===== config.mk =====
export PLATFORM = sky130hd
export DESIGN_NAME = esf_event_status_flags
export DESIGN_NICKNAME = d
export VERILOG_FILES = /design/src/include/esf_pkg.sv /design/src/core/esf_event_status_flags.sv
export VERILOG_INCLUDE_DIRS = /design/src /design/src/include
export SDC_FILE = /design/constraint.sdc
export NUM_CORES = 1
export LEC_CHECK = 0
export ABC_AREA = 1
export BUFFER_PORTS_ARGS = -buffer_cell sky130_fd_sc_hd__buf_2
export CAP_MARGIN = 20
export CORE_MARGIN = 2
export CORE_UTILIZATION = 50
export CTS_CLUSTER_SIZE = 24
export DETAILED_ROUTE_END_ITERATION = 16
export GPL_TIMING_DRIVEN = 0
export PLACE_DENSITY = 0.77
export SYNTH_ARGS = -nofsm -noshare
export SYNTH_HDL_FRONTEND = slang
export SYNTH_SLANG_ARGS = --single-unit

===== constraint.sdc =====
create_clock -name clock -period 1.7 [get_ports clock]
set_clock_uncertainty 0.15 [all_clocks]
set_input_delay 0.255 -clock clock [delete_from_list [all_inputs] [get_ports clock]]
set_output_delay 0.255 -clock clock [all_outputs]
set_load 0.02 [all_outputs]

===== src/include/esf_defs.svh =====
// offsets, field positions and reset values of the event status flags
`ifndef ESF_DEFS_SVH
`define ESF_DEFS_SVH

`define ESF_ADDR_W 8
`define ESF_OFS_OVERCURRENT 8'h1D
`define ESF_OFS_PIN 8'h1E
`define ESF_OFS_CMP_WAKE 8'h1F
`define ESF_OFS_MASK 8'h20

`define ESF_BIT_OC 15
`define ESF_PIN_COUNT 13
`define ESF_BIT_USB 15
`define ESF_BIT_ADAPTOR 14
`define ESF_BIT_BATTERY 13
`define ESF_BIT_JACK_L 11
`define ESF_BIT_JACK_R 10
`define ESF_BIT_MIC_SHORT 9
`define ESF_BIT_MIC_PRES 8
`define ESF_BIT_FROM_OFF 6
`define ESF_BIT_FROM_HIB 5
`define ESF_BIT_CONV_FAULT 4
`define ESF_BIT_HEARTBEAT 3
`define ESF_BIT_POWER_PIN 2
`define ESF_BIT_ON_KEY 1
`define ESF_BIT_WAKE_PIN 0

`define ESF_MASK_OC 0
`define ESF_MASK_PIN 1
`define ESF_MASK_SUPPLY 2
`define ESF_MASK_AUDIO 3
`define ESF_MASK_WAKE 4
`define ESF_MASK_RESET 16'h001F
`define ESF_MASK_USED 16'h001F
`define ESF_FLAG_RESET 16'h0000

`endif


===== src/include/esf_pkg.sv =====
// types of the event status flags
package esf_pkg;
  typedef struct packed {
    logic usb;
    logic adaptor;
    logic battery;
    logic jack_l;
    logic jack_r;
    logic mic_short;
    logic mic_pres;
  } esf_level_t;

  typedef struct packed {
    logic from_off;
    logic from_hib;
    logic conv_fault;
    logic heartbeat;
    logic power_pin;
    logic on_key;
    logic wake_pin;
  } esf_wake_t;

  typedef struct packed {
    logic rd;
    logic wr;
    logic [7:0] addr;
    logic [15:0] wdata;
  } esf_bus_t;
endpackage


===== src/core/esf_event_status_flags.sv =====
// three read-to-clear event status registers and the group mask register
`timescale 1ns/1ps
`include "esf_defs.svh"

// Function
// an overcurrent rising edge sets bit 15 of the register at 0x1d.
// each flag stays set until a host read of its register clears it.
// pin events 0 to 12 set bits 0 to 12 of 0x1e on the edge that each pin's trigger picks; here each flag sets while its pin_event bit is high.
// any change of the usb, adaptor or battery feedback sets bits 15, 14 and 13 of 0x1f.
// any change of the left or right jack detection sets bit 11 or bit 10.
// either edge of mic short or mic presence detection sets bit 9 or bit 8.
// a rise of the started-from-off indication sets bit 6.
// a rise of the started-from-hibernate indication sets bit 5.
// a rise of the converter-fault reset cause sets bit 4.
// a rise of the missed-heartbeat reset cause sets bit 3.
// a rise of the power pin hold indication sets bit 2.
// a rise of the on-key hold indication sets bit 1.
// a rise of the wake pin hold indication sets bit 0.
// each source group has a mask bit, 0 passes its events and 1 suppresses them.
// unassigned bits read as zero and ignore writes.
module esf_event_status_flags (
  input wire logic clock,
  input wire logic rst_b,
  input wire esf_pkg::esf_bus_t bus,
  input wire logic overcurrent,
  input wire logic [12:0] pin_event,
  input wire esf_pkg::esf_level_t level_in,
  input wire esf_pkg::esf_wake_t wake_in,
  output logic [15:0] rdata,
  output logic rvalid,
  output logic [4:0] group_pending
);

  // ----------------------------------------------------------------
  // input history for edge detection
  // ----------------------------------------------------------------
  logic oc_prev_q;
  logic oc_prev_d;
  esf_pkg::esf_level_t lvl_prev_q;
  esf_pkg::esf_level_t lvl_prev_d;
  esf_pkg::esf_wake_t wk_prev_q;
  esf_pkg::esf_wake_t wk_prev_d;

  always_comb begin
    oc_prev_d = overcurrent;
    lvl_prev_d = level_in;
    wk_prev_d = wake_in;
  end

  always_ff @(posedge clock or negedge rst_b) begin
    if (!rst_b) begin
      oc_prev_q <= 1'b0;
      lvl_prev_q <= '0;
      wk_prev_q <= '0;
    end else begin
      oc_prev_q <= oc_prev_d;
      lvl_prev_q <= lvl_prev_d;
      wk_prev_q <= wk_prev_d;
    end
  end

  // ----------------------------------------------------------------
  // event set terms
  // ----------------------------------------------------------------
  logic [15:0] set_oc;
  logic [15:0] set_pin;
  logic [15:0] set_cw;
  esf_pkg::esf_level_t lvl_chg;
  esf_pkg::esf_wake_t wk_rise;

  always_comb begin
    lvl_chg = level_in ^ lvl_prev_q;
    wk_rise = wake_in & ~wk_prev_q;
    set_oc = 16'h0000;
    set_oc[`ESF_BIT_OC] = overcurrent & ~oc_prev_q;
    set_pin = {3'h0, pin_event};
    set_cw = 16'h0000;
    set_cw[`ESF_BIT_USB] = lvl_chg.usb;
    set_cw[`ESF_BIT_ADAPTOR] = lvl_chg.adaptor;
    set_cw[`ESF_BIT_BATTERY] = lvl_chg.battery;
    set_cw[`ESF_BIT_JACK_L] = lvl_chg.jack_l;
    set_cw[`ESF_BIT_JACK_R] = lvl_chg.jack_r;
    set_cw[`ESF_BIT_MIC_SHORT] = lvl_chg.mic_short;
    set_cw[`ESF_BIT_MIC_PRES] = lvl_chg.mic_pres;
    set_cw[`ESF_BIT_FROM_OFF] = wk_rise.from_off;
    set_cw[`ESF_BIT_FROM_HIB] = wk_rise.from_hib;
    set_cw[`ESF_BIT_CONV_FAULT] = wk_rise.conv_fault;
    set_cw[`ESF_BIT_HEARTBEAT] = wk_rise.heartbeat;
    set_cw[`ESF_BIT_POWER_PIN] = wk_rise.power_pin;
    set_cw[`ESF_BIT_ON_KEY] = wk_rise.on_key;
    set_cw[`ESF_BIT_WAKE_PIN] = wk_rise.wake_pin;
  end

  // ----------------------------------------------------------------
  // status flags, mask and read port
  // ----------------------------------------------------------------
  logic [15:0] oc_q;
  logic [15:0] oc_d;
  logic [15:0] pin_q;
  logic [15:0] pin_d;
  logic [15:0] cw_q;
  logic [15:0] cw_d;
  logic [15:0] mask_q;
  logic [15:0] mask_d;
  logic [15:0] rdata_d;
  logic rvalid_d;
  logic [4:0] pend_d;
  logic rd_oc;
  logic rd_pin;
  logic rd_cw;
  logic [15:0] sup_bits;
  logic [15:0] aud_bits;

  always_comb begin
    rd_oc = 1'b0;
    rd_pin = 1'b0;
    rd_cw = 1'b0;
    rdata_d = 16'h0000;
    mask_d = mask_q;
    rvalid_d = bus.rd;
    if (bus.rd && bus.addr == `ESF_OFS_OVERCURRENT) begin
      rd_oc = 1'b1;
      rdata_d = oc_q;
    end else if (bus.rd && bus.addr == `ESF_OFS_PIN) begin
      rd_pin = 1'b1;
      rdata_d = pin_q;
    end else if (bus.rd && bus.addr == `ESF_OFS_CMP_WAKE) begin
      rd_cw = 1'b1;
      rdata_d = cw_q;
    end else if (bus.rd && bus.addr == `ESF_OFS_MASK) begin
      rdata_d = mask_q;
    end
    if (bus.wr && bus.addr == `ESF_OFS_MASK) begin
      mask_d = bus.wdata & `ESF_MASK_USED;
    end
    // a read clears, but an event in the same cycle survives it
    oc_d = (rd_oc ? 16'h0000 : oc_q) | set_oc;
    pin_d = (rd_pin ? 16'h0000 : pin_q) | set_pin;
    cw_d = (rd_cw ? 16'h0000 : cw_q) | set_cw;
    sup_bits = 16'h0000;
    sup_bits[`ESF_BIT_USB] = 1'b1;
    sup_bits[`ESF_BIT_ADAPTOR] = 1'b1;
    sup_bits[`ESF_BIT_BATTERY] = 1'b1;
    aud_bits = 16'h0F00;
    pend_d[`ESF_MASK_OC] = |oc_d & ~mask_d[`ESF_MASK_OC];
    pend_d[`ESF_MASK_PIN] = |pin_d & ~mask_d[`ESF_MASK_PIN];
    pend_d[`ESF_MASK_SUPPLY] = |(cw_d & sup_bits) & ~mask_d[`ESF_MASK_SUPPLY];
    pend_d[`ESF_MASK_AUDIO] = |(cw_d & aud_bits) & ~mask_d[`ESF_MASK_AUDIO];
    pend_d[`ESF_MASK_WAKE] = |(cw_d & 16'h007F) & ~mask_d[`ESF_MASK_WAKE];
  end

  always_ff @(posedge clock or negedge rst_b) begin
    if (!rst_b) begin
      oc_q <= `ESF_FLAG_RESET;
      pin_q <= `ESF_FLAG_RESET;
      cw_q <= `ESF_FLAG_RESET;
      mask_q <= `ESF_MASK_RESET;
      rdata <= 16'h0000;
      rvalid <= 1'b0;
      group_pending <= 5'h00;
    end else begin
      oc_q <= oc_d;
      pin_q <= pin_d;
      cw_q <= cw_d;
      mask_q <= mask_d;
      rdata <= rdata_d;
      rvalid <= rvalid_d;
      group_pending <= pend_d;
    end
  end

endmodule


==> out/metrics.cfg, run 1 <==
[run_status]
status=finished, final reports clean

[min_path]
hold_depth=3
hp-start=bus[4]
min_to=mask_q[4]
hold_path_class=input pin to register

[routing]
drtIter0Drc=161
routed_wl_um=7710
drc=0
routed_via_density=4.70
antenna_left=0
first_pass_iters=5
wl_per_cell_um=13.2
vias=2747

[clock_tree]
clockRootBuffer=clkbuf_8
cts_resized=0
clk_latency_ns=0.35
cts_sinks=88
clockBufferDepth=2
cts_max_level=3
clk_pin_slew_ns=0.09
cts_made_buffers=9
cts_tree=yes

[synth]
ys_ff_latch=88
avgSynthCellArea_um2=9.56
syn_inst=374
synth.distinct_cells=29
yosysWarnings=0
yosys-top-cells-area=dfrtp_1 58%, nand2_1 8.4%, inv_1 7.5%
ys_seq_area_frac=0.617
syn_area_mm2=0.00358
yosysTopAreaCell=dfrtp_1
syn_nets=430
synth_top_area_frac=0.581

[finish]
layout_common_cells=83 x dfrtp_1, 80 x nand2_1, 71 x inv_1
final_nets=539
drive_gt1_frac=0.225
fill_cells=548
area_delta_synth_final_pct=27.9
final_util=0.666
layout_commonest_cell=dfrtp_1
diodes=0

[sta]
finalHoldViolCount=0
maxSlewViolCount=0
finalSetupTns_ns=0
worst_slack_ns=0.245
rsz0062_at_grt=no
finalSetupViolations=0
post-route-min-period_ns=1.46
max_freq_mhz=687
fin_crit_sh=0.856
slew_headroom=0.658
worst_pin_slew_ns=0.509

[floorplanning]
chipWidth_um=88.6
die_h_um=88.6
rows=30
core_mm2=0.00687
start_util=0.521
ioPinCount=78
die_area_mm2=0.00785

[grt]
first_global_vias=2761
grt_max_degree=55
globalRoute.totalOverflow=0
grt_pass1_wl_um=12700
antenna_found_initial=0
grt_use_total=0.219

[placement]
pre_cts_ws_ns=-0.0861
io_buffers=66
globalplace.congestion=0.836
hpwl_um=5410

[pwr]
fin_total_pwr_mw=3.97
p_leak_nw=2.38
p_per_area_mw_per_mm2=868
ir_worst_vdd_mv=0.403

[critical_path]
regToRegStartpoint=wk_prev_q[5]
required_ns=1.80
cp_max_fo=2
crit_arrival_ns=1.56
r2r_slack_ns=0.47
start_kind=input pin
reg2reg_to=group_pending[4]
cp-end-kind=register
worstSetupPathType=input pin to register
ff2ff_path_depth=6

[run]
max-cap-violations=0

==> cell usage after synthesis <==
cell type   n
nor4_4      1
a21boi_0    3
o221ai_1    3
clkbuf_1    2
nand3_2     2
o31ai_1     1
a22oi_2     1
a21oi_1     7
nor2_8      1
o21ai_1     6
buf_4       1
a21boi_1    2
o21ai_0    26
xnor2_1     7
o211ai_1    4
nor2_4      1
buf_2       2
dfrtp_1    83
nor4_1      2
nor2_1     36
nand2_2     4
nand2_1    80
inv_1      71
buf_6       3
o2111ai_1   2
nand3_1    12
inv_2       4
dfstp_2     5
nand3_4     2
==> stage by stage <==
step / hold slack, ns / cells / area [µm²]
2_1_floorplan: -0.191 / 374 / 3580
3_3_place_gp: 0.228 / 536 / 4030
3_5_place_dp: 0.0844 / 537 / 4060
4_1_cts: 0.00339 / 584 / 4570
5_1_grt: 0.0290 / 584 / 4570
6_report: 0.00703 / 584 / 4570
==> report_power, final <==
| group | total, mW | leakage (nW) | internal, mW | switching, mW |
|---|---|---|---|---|
| Sequential | 2.20 | 0.930 | 2.16 | 0.0319 |
| Combinational | 0.299 | 1.35 | 0.140 | 0.159 |
| Clock | 1.48 | 0.101 | 0.754 | 0.721 |
| Total | 3.97 | 2.38 | 3.06 | 0.913 |
==> critical path, stage by stage <==
cell and delay [ns]:
dlygate4sd3_1 0.54, buf_2 0.13, nand2_1 0.05, a21boi_0 0.28, nand3_1 0.13, nor2_1 0.12
nor2_1 0.05
==> state kept, by name (all words and copies together), names as in the netlist, 5 cells and up <==
name and count:
cw_q 14, group_pending 5, lvl_prev_q 7, oc_q 16, wk_prev_q 7, rdata 16, mask_q 5, pin_q 16
==> repair_timing <==
action / 4_1_cts / 5_1_grt
hold buffers: 31 / 0
setup buffers: 0 / 0
hold endpoints to repair: 65 / 0
==> how the worst max path moves through the flow <==
| stage | from | endpoint | slack [ns] | cells past startpoint |
|---|---|---|---|---|
| final | wake_in[5] | group_pending[4] | 0.24 | 7 |
| after CTS | bus[22] | rdata[15] | 0.27 | 9 |
| after global placement | rst_b | wk_prev_q[0] | -0.44 | 1 |
| after detailed placement | bus[21] | rdata[6] | -0.09 | 8 |
| after floorplan | bus[21] | group_pending[1] | 0.25 | 11 |
| after global routing | bus[16] | rdata[3] | 0.13 | 10 |
==> cell families after synthesis <==
logic type                count (synthesis)  share of synthesized area
xor gates and xnor gates                  7                     0.0171
AOI/OAI and AO/OA                        55                     0.0913
and+or+nand+nor                         141                      0.179
DFF                                      88                      0.617
buffers and inverters                    83                     0.0951
==> layout make-up <==
| class | instances | area, µm² | share of cell area |
|---|---|---|---|
| Multi-Input combinational cell | 203 | 1030 | 0.225 |
| Buffer | 8 | 58.8 | 0.0129 |
| Clock inverter | 5 | 55.1 | 0.0120 |
| Sequential cell | 88 | 2210 | 0.483 |
| Inverter | 75 | 282 | 0.0615 |
| Tap cell | 96 | 120 | 0.0263 |
| Clock buffer | 11 | 151 | 0.0331 |
| Timing Repair Buffer | 98 | 671 | 0.147 |
==> layer usage <==
layer  global-route usage  up-vias  wire [µm]
li1                     -     1370          -
met1                0.288     1284       3430
met2                0.358       79       3820
met3               0.0382       14        314
met4               0.0950        0        142
met5                    0        -          0
(Power assumes the default switching activity.)
==> run 2: changes to the inputs <==
--- a/config.mk
+++ b/config.mk
@@ -10,11 +10,12 @@
 export BUFFER_PORTS_ARGS = -buffer_cell sky130_fd_sc_hd__buf_2
 export CAP_MARGIN = 20
 export CORE_MARGIN = 2
-export CORE_UTILIZATION = 50
+export CORE_UTILIZATION = 58
 export CTS_CLUSTER_SIZE = 24
 export DETAILED_ROUTE_END_ITERATION = 16
+export GPL_ROUTABILITY_DRIVEN = 0
 export GPL_TIMING_DRIVEN = 0
-export PLACE_DENSITY = 0.77
+export PLACE_DENSITY = 0.87
 export SYNTH_ARGS = -nofsm -noshare
 export SYNTH_HDL_FRONTEND = slang
 export SYNTH_SLANG_ARGS = --single-unit
==> out/metrics.cfg, run 2 (same netlist as run 1, synthesis figures left out) <==
[clock_tree]
cts_tree=yes
cts_made_buffers=9
clockBufferDepth=2
cts_sinks=88
cts_max_level=3
clk_pin_slew_ns=0.08
cts_setup_buffers=0
clockRootBuffer=clkbuf_8
clk_latency_ns=0.36

[sta]
worst_pin_slew_ns=0.468
hold_ws_ns=0.0306
fin_crit_sh=0.916
rsz0062_at_grt=no
slew_headroom=0.688
post-route-min-period_ns=1.56
finalSetupViolations=0
max_freq_mhz=642
maxSlewViolCount=0
finalHoldViolCount=0

[floorplanning]
start_util=0.601
core_mm2=0.00596
die_h_um=82.5
die_area_mm2=0.00681
ioPinCount=78
chipWidth_um=82.5
rows=28

[routing]
vias=3007
drtIter0Drc=317
wl_per_cell_um=15.7
routed_via_density=5.34
drc=0
routed_wl_um=8830
antenna_left=0
first_pass_iters=5

[critical_path]
regToRegStartpoint=lvl_prev_q[3]
reg2reg_to=group_pending[3]
crit_slowest_cell=nor2_4
path_buf_inv=3
critical_path.top_delay_family=simple AND/OR/NAND/NOR gates
start_kind=input pin
cp-end-kind=register
crit_chain=buf_2 > nand2_1 > nor2_4 > nand3_4 > inv_2 > buf_4 > o21ai_0 > nor2_1 > a21oi_1
r2r_slack_ns=0.37
critPathMaxStageDelay_ns=0.21
required_ns=1.79
worstSetupPathType=input pin to register
ff2ff_path_depth=4
crit_arrival_ns=1.65
cp_max_fo=10

[pwr]
p_comb_frac=0.072
p_sw_frac=0.221
p_clk_frac=0.412
p_int_mw=3.32
p_leak_nw=2.40
p_sw_uw=941
ir_worst_vdd_mv=0.522
pwr-share-seq=0.516
p_per_area_mw_per_mm2=929

[finish]
diodes=0
area_delta_synth_final_pct=28.2
instances_no_fill=563
final_nets=539
layout_commonest_cell=dfrtp_1
drive_gt1_frac=0.223
fill_cells=376
seqCellArea_mm2=0.00221
multi_input_area_mm2=0.00103
reg_top3=oc_q (16), pin_q (16), rdata (16)
layout_common_cells=83 x dfrtp_1, 80 x nand2_1, 71 x inv_1

[grt]
antenna_found_initial=0
grt_pass1_wl_um=14000
grt_max_degree=59
globalRoute.totalOverflow=0
first_global_vias=2955
grt_use_total=0.288

[run]
max-cap-violations=0

[placement]
io_buffers=66
dp_cells=516
hpwl_um=5560

[min_path]
hp-start=bus[3]
hold_path_class=input pin to register
hold_depth=3
min_to=mask_q[3]

[run_status]
status=finished, final reports clean

[run 2: area by class of cell]
class                      instances  share of cell area
inverter                          75              0.0614
multi-input combinational        203               0.224
buffer                             8              0.0128
sequential                        88               0.481
timing repair buffer              98               0.146
clock inverter                     5              0.0226
tap                               75              0.0205
clock buffer                      11              0.0308
[run 2: worst min-delay path, delay by kind of cell]
family,cells,cell delay (ns)
and+or+nand+nor,2,0.17
buffers and inverters,1,0.10
[run 2: timing repair]
item | in CTS | in global routing
hold buffers | 31 | 0
gates resized for setup | 0 | 0
endpoints found under the hold margin | 60 | 0
[run 2: worst max-delay path by stage]
| stage | cells past startpoint | endpoint | from |
|---|---|---|---|
| final | 9 | group_pending[3] | bus[18] |
| after CTS | 10 | group_pending[3] | bus[21] |
| after detailed placement | 10 | group_pending[3] | bus[21] |
| after global routing | 10 | group_pending[3] | bus[21] |
| after floorplan | 11 | group_pending[1] | bus[21] |
| after global placement | 1 | lvl_prev_q[6] | rst_b |
[run 2: power groups by stage]
stage	Clock (mW)	Combinational (mW)	Sequential, mW
floorplan	0	0.0940	2.24
global placement	0	0.230	2.23
detailed placement	0	0.248	2.24
CTS	1.75	0.303	2.20
global route	1.82	0.343	2.21
finish	1.75	0.307	2.20
[run 2: per-layer routing]
layer  GRT usage  part of all wire  vias to the layer above
met3      0.0565             0.075                       34
met1       0.354              0.39                     1439
met2       0.473              0.50                      165
met5           0                 0                        -
met4       0.169             0.040                        0
li1            -                 -                     1369
[run 2: through the flow]
stage          instance area, µm²  setup slack [ns]  power [mW]   util  TNS (ns)
2_1_floorplan                3580             0.246        2.33      -         0
3_3_place_gp                 4000            -0.392        2.46  0.672    -32.36
3_5_place_dp                 4030            -0.101        2.49  0.677    -0.764
4_1_cts                      4590             0.254        4.25  0.770         0
5_1_grt                      4590            0.0788        4.37  0.770         0
6_report                     4590             0.143        4.26  0.770         0
